$ cat config.mk
export PLATFORM = sky130hd
export DESIGN_NAME = bus_phase_timing
export DESIGN_NICKNAME = d
export VERILOG_FILES = /design/src/core/bus_phase_pkg.sv /design/src/core/bus_phase_timing.sv
export VERILOG_INCLUDE_DIRS = /design/src /design/src/core
export SDC_FILE = /design/constraint.sdc
export NUM_CORES = 1
export LEC_CHECK = 0
export ABC_AREA = 1
export BUFFER_PORTS_ARGS = -buffer_cell sky130_fd_sc_hd__buf_2
export CAP_MARGIN = 20
export CORE_MARGIN = 5
export CORE_UTILIZATION = 40
export DETAILED_ROUTE_END_ITERATION = 16
export PLACE_DENSITY_LB_ADDON = 0.08
export SYNTH_ARGS = -nofsm -noshare
export SYNTH_HDL_FRONTEND = slang
export SYNTH_SLANG_ARGS = --single-unit
$ cat constraint.sdc
create_clock -name core_clk_in -period 2.9 [get_ports core_clk_in]
set_input_delay 0.58 -clock core_clk_in [delete_from_list [all_inputs] [get_ports core_clk_in]]
set_output_delay 0.58 -clock core_clk_in [all_outputs]
set_load 0.02 [all_outputs]
$ cat src/core/bus_phase_consts.svh
`ifndef BUS_PHASE_CONSTS_SVH
`define BUS_PHASE_CONSTS_SVH
// ==========================================================
// bus widths
`define ADDR_W 32
`define DATA_W 32
`define SIZE_W 2
`define TYPE_W 2
`define IPL_W 3
// ==========================================================
// phase counter encodings, one code per bus phase state
`define PHASE_T1 2'h0
`define PHASE_T2 2'h1
`define PHASE_T3 2'h2
`define PHASE_T4 2'h3
// phase advance per core cycle: two states per core clock
`define PHASE_STEP 2'h2
// ==========================================================
// reset values
`define ADDR_RST 32'h0000_0000
`define DATA_RST 32'h0000_0000
`define IPL_RST 3'h0
// synchroniser width: bus clock, ack, ipl, reset, data
`define SYNC_W 38
`endif

$ cat src/core/bus_phase_pkg.sv
package bus_phase_pkg;
   // ==========================================================
   // request from the core side
   typedef struct packed {
      logic [31:0] addr;
      logic [31:0] wdata;
      logic write;
      logic [1:0] size;
      logic [1:0] ttype;
   } bus_req_s;
   // ==========================================================
   // bus cycle sequencer states
   typedef enum logic [2:0] {
      ST_IDLE,
      ST_DATA,
      ST_END,
      ST_RELEASE
   } bus_state_e;
endpackage : bus_phase_pkg

$ cat src/core/bus_phase_timing.sv
// Summary of operation
// - drive 32-bit address and data buses
// - drive start, type, write, size controls
// - core clock runs twice bus clock
// - bus outputs timed from bus phases only
// - bus clock rising edge is reference
// - two core cycles form states T1-T4
// - most outputs change in T4
// - tip/busy levels T4, release T1; ack never driven
// - other inputs sampled at bus clock rise
// - ipl and reset input synchronised first
`timescale 1ns/1ps
`default_nettype none
`include "bus_phase_consts.svh"
module bus_phase_timing
   import bus_phase_pkg::*;
(
   input wire logic core_clk_in,
   input wire logic rst_in,
   input wire logic ce_in,
   input wire logic bclk_in,
   input wire bus_req_s req_in,
   input wire logic req_valid_in,
   output logic req_ready_out,
   output logic rsp_valid_out,
   output logic [31:0] rsp_rdata_out,
   output logic [31:0] addr_out,
   output logic addr_oe_n_out,
   output logic [31:0] data_out,
   output logic data_oe_n_out,
   input wire logic [31:0] data_in,
   output logic start_n_out,
   output logic write_out,
   output logic [1:0] size_out,
   output logic [1:0] ttype_out,
   output logic transfer_in_progress_n_out,
   output logic transfer_in_progress_oe_n_out,
   output logic transfer_acknowledge_n_out,
   output logic transfer_acknowledge_oe_n_out,
   input wire logic transfer_acknowledge_n_in,
   output logic bus_busy_n_out,
   output logic bus_busy_oe_n_out,
   input wire logic [2:0] interrupt_priority_level_n_in,
   input wire logic reset_input_n_in,
   output logic [2:0] ipl_level_out,
   output logic reset_req_out
);

   // ==========================================================
   // input synchronisers
   logic [`SYNC_W-1:0] sync1_q;
   logic [`SYNC_W-1:0] sync2_q;
   logic [`SYNC_W-1:0] pins;
   logic bclk_prev_q;
   logic bclk_prev2_q;
   logic locked_q;
   logic bclk_rise;
   logic [1:0] phase_q;
   bus_state_e state_q;
   logic start_n_q;
   logic tip_n_q;
   logic tip_oe_n_q;
   logic bb_n_q;
   logic bb_oe_n_q;
   logic [31:0] addr_q;
   logic addr_oe_n_q;
   logic [31:0] wdata_q;
   logic data_oe_n_q;
   logic write_q;
   logic [1:0] size_q;
   logic [1:0] ttype_q;
   logic ready_q;
   logic rsp_valid_q;
   logic [31:0] rdata_q;
   logic [2:0] ipl_q;
   logic reset_req_q;
   logic at_t4;
   logic at_t1;
   logic take;

   // phase test used for both output timing points
   function automatic logic in_phase(input logic [1:0] ph, input logic [1:0] want);
      in_phase = (ph == want);
   endfunction : in_phase

   // every pin input joins one vector for the flop pair
   assign pins = {bclk_in, transfer_acknowledge_n_in, interrupt_priority_level_n_in,
                  reset_input_n_in, data_in};

   genvar gi;
   generate
      for (gi = 0; gi < `SYNC_W; gi++) begin : g_sync
         // two flops per pin before any logic reads it
         always_ff @(posedge core_clk_in) begin
            if (rst_in) begin
               sync1_q[gi] <= 1'b0;
               sync2_q[gi] <= 1'b0;
            end else if (ce_in) begin
               sync1_q[gi] <= pins[gi];
               sync2_q[gi] <= sync1_q[gi];
            end
         end
      end
   endgenerate

   // ==========================================================
   // bus clock edge detect and phase counter
   always_ff @(posedge core_clk_in) begin
      if (rst_in) begin
         bclk_prev_q <= 1'b0;
         bclk_prev2_q <= 1'b0;
      end else if (ce_in) begin
         bclk_prev_q <= sync2_q[37];
         bclk_prev2_q <= bclk_prev_q;
      end
   end

   // two history stages give an even detect delay (two bus cycles),
   // so phase T1 falls on the bus clock high half, not the low one
   assign bclk_rise = bclk_prev_q & ~bclk_prev2_q;

   // phase count means nothing until the first bus clock rise is seen
   always_ff @(posedge core_clk_in) begin
      if (rst_in) begin
         locked_q <= 1'b0;
      end else if (ce_in && bclk_rise) begin
         locked_q <= 1'b1;
      end
   end

   // two core cycles per bus cycle, two states each
   always_ff @(posedge core_clk_in) begin
      if (rst_in) begin
         phase_q <= `PHASE_T1;
      end else if (ce_in) begin
         if (bclk_rise) begin
            phase_q <= `PHASE_T1;
         end else begin
            phase_q <= phase_q + `PHASE_STEP;
         end
      end
   end

   // next edge enters T3-T4, or the next bus clock rise (T1)
   assign at_t4 = ce_in & locked_q & in_phase(phase_q, `PHASE_T1) & ~bclk_rise;
   assign at_t1 = ce_in & locked_q & in_phase(phase_q, `PHASE_T3);
   assign take = at_t4 & req_valid_in & ~ready_q & (state_q == ST_IDLE);

   // ==========================================================
   // bus cycle sequencer
   always_ff @(posedge core_clk_in) begin
      if (rst_in) begin
         state_q <= ST_IDLE;
      end else begin
         case (state_q)
            ST_IDLE: begin
               if (take) begin
                  state_q <= ST_DATA;
               end
            end
            ST_DATA: begin
               if (at_t1 && !sync2_q[36]) begin
                  state_q <= ST_END;
               end
            end
            ST_END: begin
               if (at_t4) begin
                  state_q <= ST_RELEASE;
               end
            end
            ST_RELEASE: begin
               if (at_t1) begin
                  state_q <= ST_IDLE;
               end
            end
            default: begin
               state_q <= ST_IDLE;
            end
         endcase
      end
   end

   // address, data and control outputs, changed only at T4
   always_ff @(posedge core_clk_in) begin
      if (rst_in) begin
         addr_q <= `ADDR_RST;
         wdata_q <= `DATA_RST;
         addr_oe_n_q <= 1'b1;
         data_oe_n_q <= 1'b1;
         write_q <= 1'b0;
         size_q <= 2'h0;
         ttype_q <= 2'h0;
      end else if (take) begin
         addr_q <= req_in.addr;
         wdata_q <= req_in.wdata;
         addr_oe_n_q <= 1'b0;
         data_oe_n_q <= ~req_in.write;
         write_q <= req_in.write;
         size_q <= req_in.size;
         ttype_q <= req_in.ttype;
      end else if (at_t4 && state_q == ST_END) begin
         addr_oe_n_q <= 1'b1;
         data_oe_n_q <= 1'b1;
      end
   end

   // start strobe lasts one bus cycle
   always_ff @(posedge core_clk_in) begin
      if (rst_in) begin
         start_n_q <= 1'b1;
      end else if (take) begin
         start_n_q <= 1'b0;
      end else if (at_t4) begin
         start_n_q <= 1'b1;
      end
   end

   // tip and busy: levels at T4, release at T1
   always_ff @(posedge core_clk_in) begin
      if (rst_in) begin
         tip_n_q <= 1'b1;
         tip_oe_n_q <= 1'b1;
         bb_n_q <= 1'b1;
         bb_oe_n_q <= 1'b1;
      end else if (take) begin
         tip_n_q <= 1'b0;
         tip_oe_n_q <= 1'b0;
         bb_n_q <= 1'b0;
         bb_oe_n_q <= 1'b0;
      end else if (at_t4 && state_q == ST_END) begin
         tip_n_q <= 1'b1;
         bb_n_q <= 1'b1;
      end else if (at_t1 && state_q == ST_RELEASE) begin
         tip_oe_n_q <= 1'b1;
         bb_oe_n_q <= 1'b1;
      end
   end

   // request accept and read response
   always_ff @(posedge core_clk_in) begin
      if (rst_in) begin
         ready_q <= 1'b0;
         rsp_valid_q <= 1'b0;
         rdata_q <= `DATA_RST;
      end else if (ce_in) begin
         ready_q <= take;
         rsp_valid_q <= 1'b0;
         if (state_q == ST_DATA && at_t1 && !sync2_q[36]) begin
            rsp_valid_q <= 1'b1;
            rdata_q <= sync2_q[31:0];
         end
      end
   end

   // ==========================================================
   // interrupt level and reset input, taken at bus clock rise
   always_ff @(posedge core_clk_in) begin
      if (rst_in) begin
         ipl_q <= `IPL_RST;
         reset_req_q <= 1'b0;
      end else if (ce_in && bclk_rise) begin
         ipl_q <= ~sync2_q[35:33];
         reset_req_q <= ~sync2_q[32];
      end
   end

   // ==========================================================
   // outputs, all from flops except the constant acknowledge pair
   assign req_ready_out = ready_q;
   assign rsp_valid_out = rsp_valid_q;
   assign rsp_rdata_out = rdata_q;
   assign addr_out = addr_q;
   assign addr_oe_n_out = addr_oe_n_q;
   assign data_out = wdata_q;
   assign data_oe_n_out = data_oe_n_q;
   assign start_n_out = start_n_q;
   assign write_out = write_q;
   assign size_out = size_q;
   assign ttype_out = ttype_q;
   assign transfer_in_progress_n_out = tip_n_q;
   assign transfer_in_progress_oe_n_out = tip_oe_n_q;
   assign transfer_acknowledge_n_out = 1'b1; // acknowledge never driven as master
   assign transfer_acknowledge_oe_n_out = 1'b1;
   assign bus_busy_n_out = bb_n_q;
   assign bus_busy_oe_n_out = bb_oe_n_q;
   assign ipl_level_out = ipl_q;
   assign reset_req_out = reset_req_q;
endmodule : bus_phase_timing
`default_nettype wire

==> results.txt, run 1 <==
The run finished with clean final reports. In this run the tightest slew margin relative to its limit is 0.5131. Of the available clock period, the critical path in the final layout requires 0.6351.

The tool flagged a number of max-cap violations equal to 0. In the global route stage, overall resource usage came out at 0.1751. The core area is 0.01670 mm^2. After synthesis, the cell types taking the most area are dfxtp_1 (56%), nor2_1 (20%), o21ai_0 (9.2%), o21ai_1 (4.2%), buf_2 (1.5%). The final instance area is 0.008603 mm^2. The number of buffers inserted during clock tree synthesis is 17. Setup violations remaining at the end of the flow were counted as 0.

The endpoint required time on the critical path came out at 3.25 ns. The DRC marker count from the first detailed-route iteration came out at 380. The cell accounting for the most synthesized area is dfxtp_1. The count of clock tree sinks is 193.

The first global-routing pass estimated 28.65 mm of wire. The count of buffers added by post-CTS timing repair for setup came out at 0. Traced cell by cell, the critical path runs through inv_1, ha_1, inv_1, nor2_1, nand2_2, buf_4, o21ai_0, nor2_1.

The synthesis warning total is 0. The die boundary width is 140.8 um. The length of the first detailed-routing pass in iterations came out at 4.

The sum of negative setup slack came out at 0 ns. The die covers 0.01984 mm^2. The share of synthesized area in the top cell type comes to 0.5642.

Of the cells placed in the final design, the portion with a size suffix greater than 1 is 0.2537. The source-to-sink clock delay at the later pin of the worst-skew pair came out at 0.42 ns. STA classifies the critical path startpoint as a register. For this configuration, the core starts out at a cell density of 0.4100. The detailed placer's ending HPWL came out at 11.99 mm. The worst hold path stage count is 3.

The number of antenna violations at the first check in global routing came out at 3. The arrival time at the worst endpoint is 2.19 ns. The number of buffers and inverters on the critical path is 3. The final hold violation count is 0.

The met2 demand-to-capacity share in global routing is 0.2649. The standard-cell row count came out at 47. The area growth from synthesis to final layout is 25.63%. The maximum ir drop on the vdd rail came out at 389.6 uV. Along the worst path, the maximum fanout reaches 75.

The sequential cell area fraction in the yosys report came out at 0.5642. STA classifies the critical path endpoint as a register. In this run the remaining antenna-violating nets after routing total 0. The final layout net count came out at 1178. The class of the tightest hold or removal check is in2reg. The residual overflow from global routing came out at 0. The number of buffers added to fix hold violations after cts is 0. The final-report max-slew violation count came out at 0. The final critical path time including I/O delays and setup came out at 1.842 ns. The met3 routing resource usage after global routing came out at 0.04809. Among cell families on the critical path, the largest total delay comes from buffers and inverters.

The critical-path cell with the highest stage delay is buf_4. The commonest non-fill, non-tap cell in the layout is nor2_1. Fill cells in the final layout number 1719. Power spread over the standard cell area amounts to 662.3 mW/mm^2. The synthesis-stage register bit count came out at 193. The critical path crosses 8 cells after its start point. The number of vias in the routed layout is 6048. The area taken by flip-flops and latches came out at 0.003864 mm^2. The H-tree depth is 4. Leaving out fill and tap cells, the most frequent cells in the layout are nor2_1 (362), buf_2 (224), dfxtp_1 (193). The largest single stage delay on the critical path is 0.55 ns. The leakage power came out at 4.100 nW. The number of top-level pins is 227. The via count of the first global-routing pass came to 5462. The die outline height came out at 140.8 um. The distinct cell type count of the synthesized netlist is 20. The combined area of all synthesized cells came out at 0.006848 mm^2.

The footprint of the multi-input gates is 0.002555 mm^2. The count of input and output buffers came out at 224. The upper clock frequency limit came out at 0.5429 GHz. The critical path in this run is classified as reg2reg. Counting every instance in the synthesized netlist gives 874. Across the routed clock network, the largest skew measured is 0.01075 ns. The congestion estimate from routability-driven global placement came to 0.7729. The average cell area after synthesis came out at 7.835 um^2.

The worst reg-to-reg path cell count is 8. The average wire per cell in the routed design is 13.84 um. The mean number of vias per cell is 4.659.

TritonCTS built the clock tree. The transition time of the tightest slew-check pin is 0.7303 ns. The tree is rooted in a clkbuf_16. The pin count of the biggest net entering global routing came out at 76. Wires add up to 17.96 mm. Setup repair after global routing left no endpoint under its margin. The number of gates given a new drive strength after cts came out at 0.

The clock slew seen by the registers of the worst setup and hold paths came out at 0.07 ns. Counting along the longest clock path gives a buffer depth of 2. In this run the most used layer during global routing was met2. The standard cell area after detailed placement is 0.007995 mm^2. The number of design rule violations left after detail routing is 0.

The routing usage on met1 came out at 0.2426.
## layout make-up
type / count / area share
Inverter: 19 / 0.008726
Multi-Input combinational cell: 599 / 0.2970
Antenna cell: 2 / 0.0005817
Timing Repair Buffer: 233 / 0.1425
Sequential cell: 193 / 0.4491
Tap cell: 220 / 0.03200
Clock inverter: 13 / 0.01745
Clock buffer: 19 / 0.05265
## power by group
group	internal (mW)	switching, mW	total (mW)
Clock	1.34	1.04	2.38
Combinational	0.195	0.313	0.507
Sequential	2.76	0.0547	2.81
Total	4.29	1.41	5.70
## cell usage after synthesis
master / n
buf_6: 8
inv_1: 16
clkinv_2: 1
nand4_2: 1
nand2_2: 1
nand2_1: 28
o21ai_1: 58
inv_2: 2
ha_1: 4
clkbuf_1: 26
conb_1: 1
nor2_1: 362
buf_4: 9
nand3_1: 4
a21oi_1: 10
nand4_1: 2
buf_2: 21
o21ai_0: 126
nor2_4: 1
dfxtp_1: 193
## per-stage QoR
step | util | setup WS [ns] | hold WS (ns) | cells | power [mW]
2_1_floorplan | - | 1.302 | 0.4005 | 875 | 3.209
3_3_place_gp | 0.4787 | 0.7391 | 0.4146 | 1264 | 3.388
3_5_place_dp | 0.4787 | 0.7326 | 0.4181 | 1264 | 3.383
4_1_cts | 0.5148 | 1.019 | 0.3577 | 1296 | 5.762
5_1_grt | 0.5151 | 0.8293 | 0.3721 | 1298 | 5.974
6_report | 0.5151 | 1.058 | 0.3782 | 1298 | 5.698
## path summary, 6_finish.rpt
check	from	end	slack, ns
worst max-delay path	state_q[0]$_SDFFE_PP0P_	data_out[16]$_SDFFE_PP0P_	1.06
worst min-delay path	data_in[21]	sync1_q[21]$_SDFFE_PP0P_	0.38
worst max register to register	state_q[0]$_SDFFE_PP0P_	data_out[16]$_SDFFE_PP0P_	1.06
worst min register to register	sync2_q[33]$_SDFFE_PP0P_	ipl_level_out[0]$_SDFFE_PP0P_	0.43
## layer usage
layer  vias to the layer above  share of wire
li1                       3156              -
met1                      2705           0.47
met2                       174           0.44
met3                        11          0.076
met4                         2         0.0086
met5                         -        0.00072
## worst reg2reg max path, stage by stage, from the launching register on
cell     delay, ns
dfxtp_1       0.36
inv_1         0.09
ha_1          0.21
inv_1         0.07
nor2_1        0.05
nand2_2       0.08
buf_4         0.55
o21ai_0       0.25
nor2_1        0.12
## cell families after synthesis
logic type,share of synthesized area
other,0.0005476
AND/OR/NAND/NOR,0.2229
AO/OA/AOI/OAI,0.1418
adder cells (fa/ha/maj),0.007309
buffers and inverters,0.06322
flip-flops,0.5642
## state kept, by name, indices dropped and copies added (netlist names), 2 cells and up
register / flops
sync2_q: 38
rsp_rdata_out: 32
sync1_q: 38
data_out: 32
size_out: 2
addr_out: 32
ttype_out: 2
state_q: 2
ipl_level_out: 3
Power figures use the tool's default switching activity.
==> inputs of run 2 (changes only) <==
clock period = 1.9 ns   (was 2.9 ns; I/O delays follow)
==> run 2 against run 1 <==
Compared with the run above: maximum frequency up 15%; setup slack got worse by 0.76 ns; clock power is 63% higher; clock skew decreased by 0.0027 ns; sequential power is 53% higher; count of clock-buffer cells in the layout decreased by 1; register-to-register slack worse by 0.76 ns; die area unchanged; worst hold slack worse by 0.20 ns; non-clock buffer count rose by 6.
==> results.txt, run 2 (synthesized netlist as in run 1, its figures left out) <==
The final hold violation count came out at 0. The flow ran to the end, and the final reports show no timing, DRC or antenna violations. The final period utilization is 0.8441. Entering global routing, the biggest net connects 104 pins. The wire length on met2 came out at 8.187 mm. The first global-routing pass estimated 29.10 mm of wire.

The buffer levels on the longest clock path is 2. Timing would allow up to 0.6235 GHz. The total power draw is 8.954 mW. Summed over all nets, wire length on met3 after detailed routing comes to 1.267 mm. The standard cell area after detailed placement is 0.008065 mm^2.

The worst register-to-register path has a setup slack of 0.30 ns. The top cell types in the final layout, fill and taps aside, are nor2_1 (362), buf_2 (224), dfxtp_1 (193). The total global routing track utilization is 0.1791. The analysis attributes to cell leakage a power of 4.163 nW. The number of top-level pins came out at 227. The worst register-to-register path ends at data_out[15]$_SDFFE_PP0P_.

The final critical path time including I/O delays and setup came out at 1.604 ns. The worst setup path is captured at a register. The placer's final routability congestion estimate came out at 0.7857. Leaving out fill and tap cells, the most frequent cell in the layout is nor2_1. The number of design rule violations left after detail routing came out at 0. The type of element launching the critical path is a register. The slowest stage of the critical path belongs to the cell dfxtp_1. The number of buffers inserted during clock tree synthesis came out at 17. The die boundary width is 140.8 um.

Setup repair after global routing left no endpoint under its margin. The count of input and output buffers is 224. The maximum clock skew at final layout came out at 0.008027 ns. The number of nets with antenna violations after detailed routing came out at 0. The signal on the critical path passes through inv_1, ha_1, inv_1, nor2_1, nand2_2, clkinv_2, buf_4, nor2_1, nor2_1.

The H-tree depth is 4. The detailed placer's ending HPWL is 11.99 mm. The tree is rooted in a clkbuf_16. In this run the worst hold path is classified as in2reg. The clock slew seen by the registers of the worst setup and hold paths came out at 0.07 ns. For this run, the post-layout net count is 1184. The startpoint of the worst hold path is data_in[20].

The total power density per cell area is 1028 mW/mm^2. The antenna diode instance count came out at 0. The transition time of the tightest slew-check pin is 0.6589 ns.

In the final routed layout, each cell accounts on average for 14.02 um. The total length of routed wires is 18.25 mm. The die outline height is 140.8 um.

The via count of the first global-routing pass came out at 5576. The number of buffers added to fix hold violations after cts is 0. The core region is 0.01670 mm^2.

The area of the die came out at 0.01984 mm^2. The number of antenna violations at the first check in global routing came out at 1. The share of final-layout standard cells stronger than drive strength 1 came out at 0.2579. The floorplan has 47 rows. The starting utilization of the core area came out at 0.4100. TritonCTS built the clock tree. At the later pin of the worst-skew pair, clock insertion delay measures 0.42 ns. The residual overflow from global routing is 0. The final-report max-slew violation count is 0. The worst hold path terminates at sync1_q[20]$_SDFFE_PP0P_. The maximum ir drop on the vdd rail is 582.7 uV. The area growth from synthesis to layout is 27.15%. In the final layout, the registers with the most flip-flops are sync1_q: 38 flops, sync2_q: 38 flops. The most numerous cell type found on the critical path is nor2_1. The final instance area came out at 0.008707 mm^2.

The number of endpoints failing setup at the final stage is 0. The count of buffers added by post-CTS timing repair for setup came out at 0. Along the worst path, the maximum fanout reaches 18.

Along the worst hold path, the cell count comes to 3. In this run the critical register-to-register path is launched from state_q[0]$_SDFFE_PP0P_. In this design, the stage delay of the slowest critical-path cell is 0.36 ns. The critical path is of the reg2reg type. The number of gates given a new drive strength after cts is 0. The uppermost metal layer occupied by signal nets is met5.

The arrival time at the worst endpoint came out at 1.92 ns. The count of max-cap constraint violations is 0. For this run, the detailed router's first-pass iteration total came to 4. The count of clock tree sinks came out at 193. The sum of negative setup slack came out at 0 ns.

The final hold slack came out at 0.1752 ns. The number of vias in the routed layout came out at 6067. The worst register-to-register path has a depth of 9. After the first detailed-routing iteration, the DRC count stood at 324.

The mean number of vias per cell is 4.660. The endpoint required time on the critical path is 2.21 ns. The post-route met1 wirelength came out at 8.674 mm. The headroom to the max-slew limit is 0.5601.
-- run 2: cell count changes in the layout (fill, tap and decap cells not counted), sizes merged --
| cell | delta |
|---|---|
| buf | +6 |
| bufinv | +2 |
| diode | -2 |
| clkbuf | -1 |
| clkinvlp | -1 |
-- run 2: power breakdown --
group / internal, mW / switching, mW / total, mW
Sequential: 4.21 / 0.0846 / 4.30
Combinational: 0.306 / 0.484 / 0.790
Clock: 2.27 / 1.60 / 3.87
Total: 6.79 / 2.17 / 8.95
-- run 2: per-stage QoR --
step	worst slack, ns	utilization	cells
final	0.2963	0.5214	1302
after global routing	0.09793	0.5214	1302
after CTS	0.2722	0.5214	1302
after detailed placement	0.2513	0.4829	1270
after global placement	0.2893	0.4829	1270
after floorplan	0.5021	-	875
-- run 2: worst max-delay path: cells and delay by family, from the launching register on --
family                   cells  cell delay, ns
flip-flops                   1            0.36
buffers and inverters        4            0.60
AND/OR/NAND/NOR              4            0.32
adder cells (fa/ha/maj)      1            0.22
-- run 2: metal layers --
metal  track usage  vias up
met2        0.2770      173
met3       0.05554        9
met1        0.2481     2714
met5             0        -
li1              -     3169
met4       0.03825        2
-- run 2: cell type report --
cell class	instances	area (um^2)
clock buffer	18	439.2
clock inverter	14	202.7
fill	1657	7994
inverter	19	75.07
multi-input combinational	599	2555
sequential	193	3864
tap	220	275.3
timing repair buffer	239	1296
-- run 2: how the worst max path moves through the flow --
stage	from	end	slack, ns	depth (start not counted)
CTS	state_q[0]$_SDFFE_PP0P_	data_out[15]$_SDFFE_PP0P_	0.27	9
detailed placement	ce_in	rsp_rdata_out[19]$_SDFFE_PP0P_	0.25	7
global route	state_q[0]$_SDFFE_PP0P_	data_out[15]$_SDFFE_PP0P_	0.1	9
global placement	ce_in	rsp_rdata_out[2]$_SDFFE_PP0P_	0.29	7
floorplan	ce_in	data_out[6]$_SDFFE_PP0P_	0.50	11
finish	state_q[0]$_SDFFE_PP0P_	data_out[15]$_SDFFE_PP0P_	0.30	9
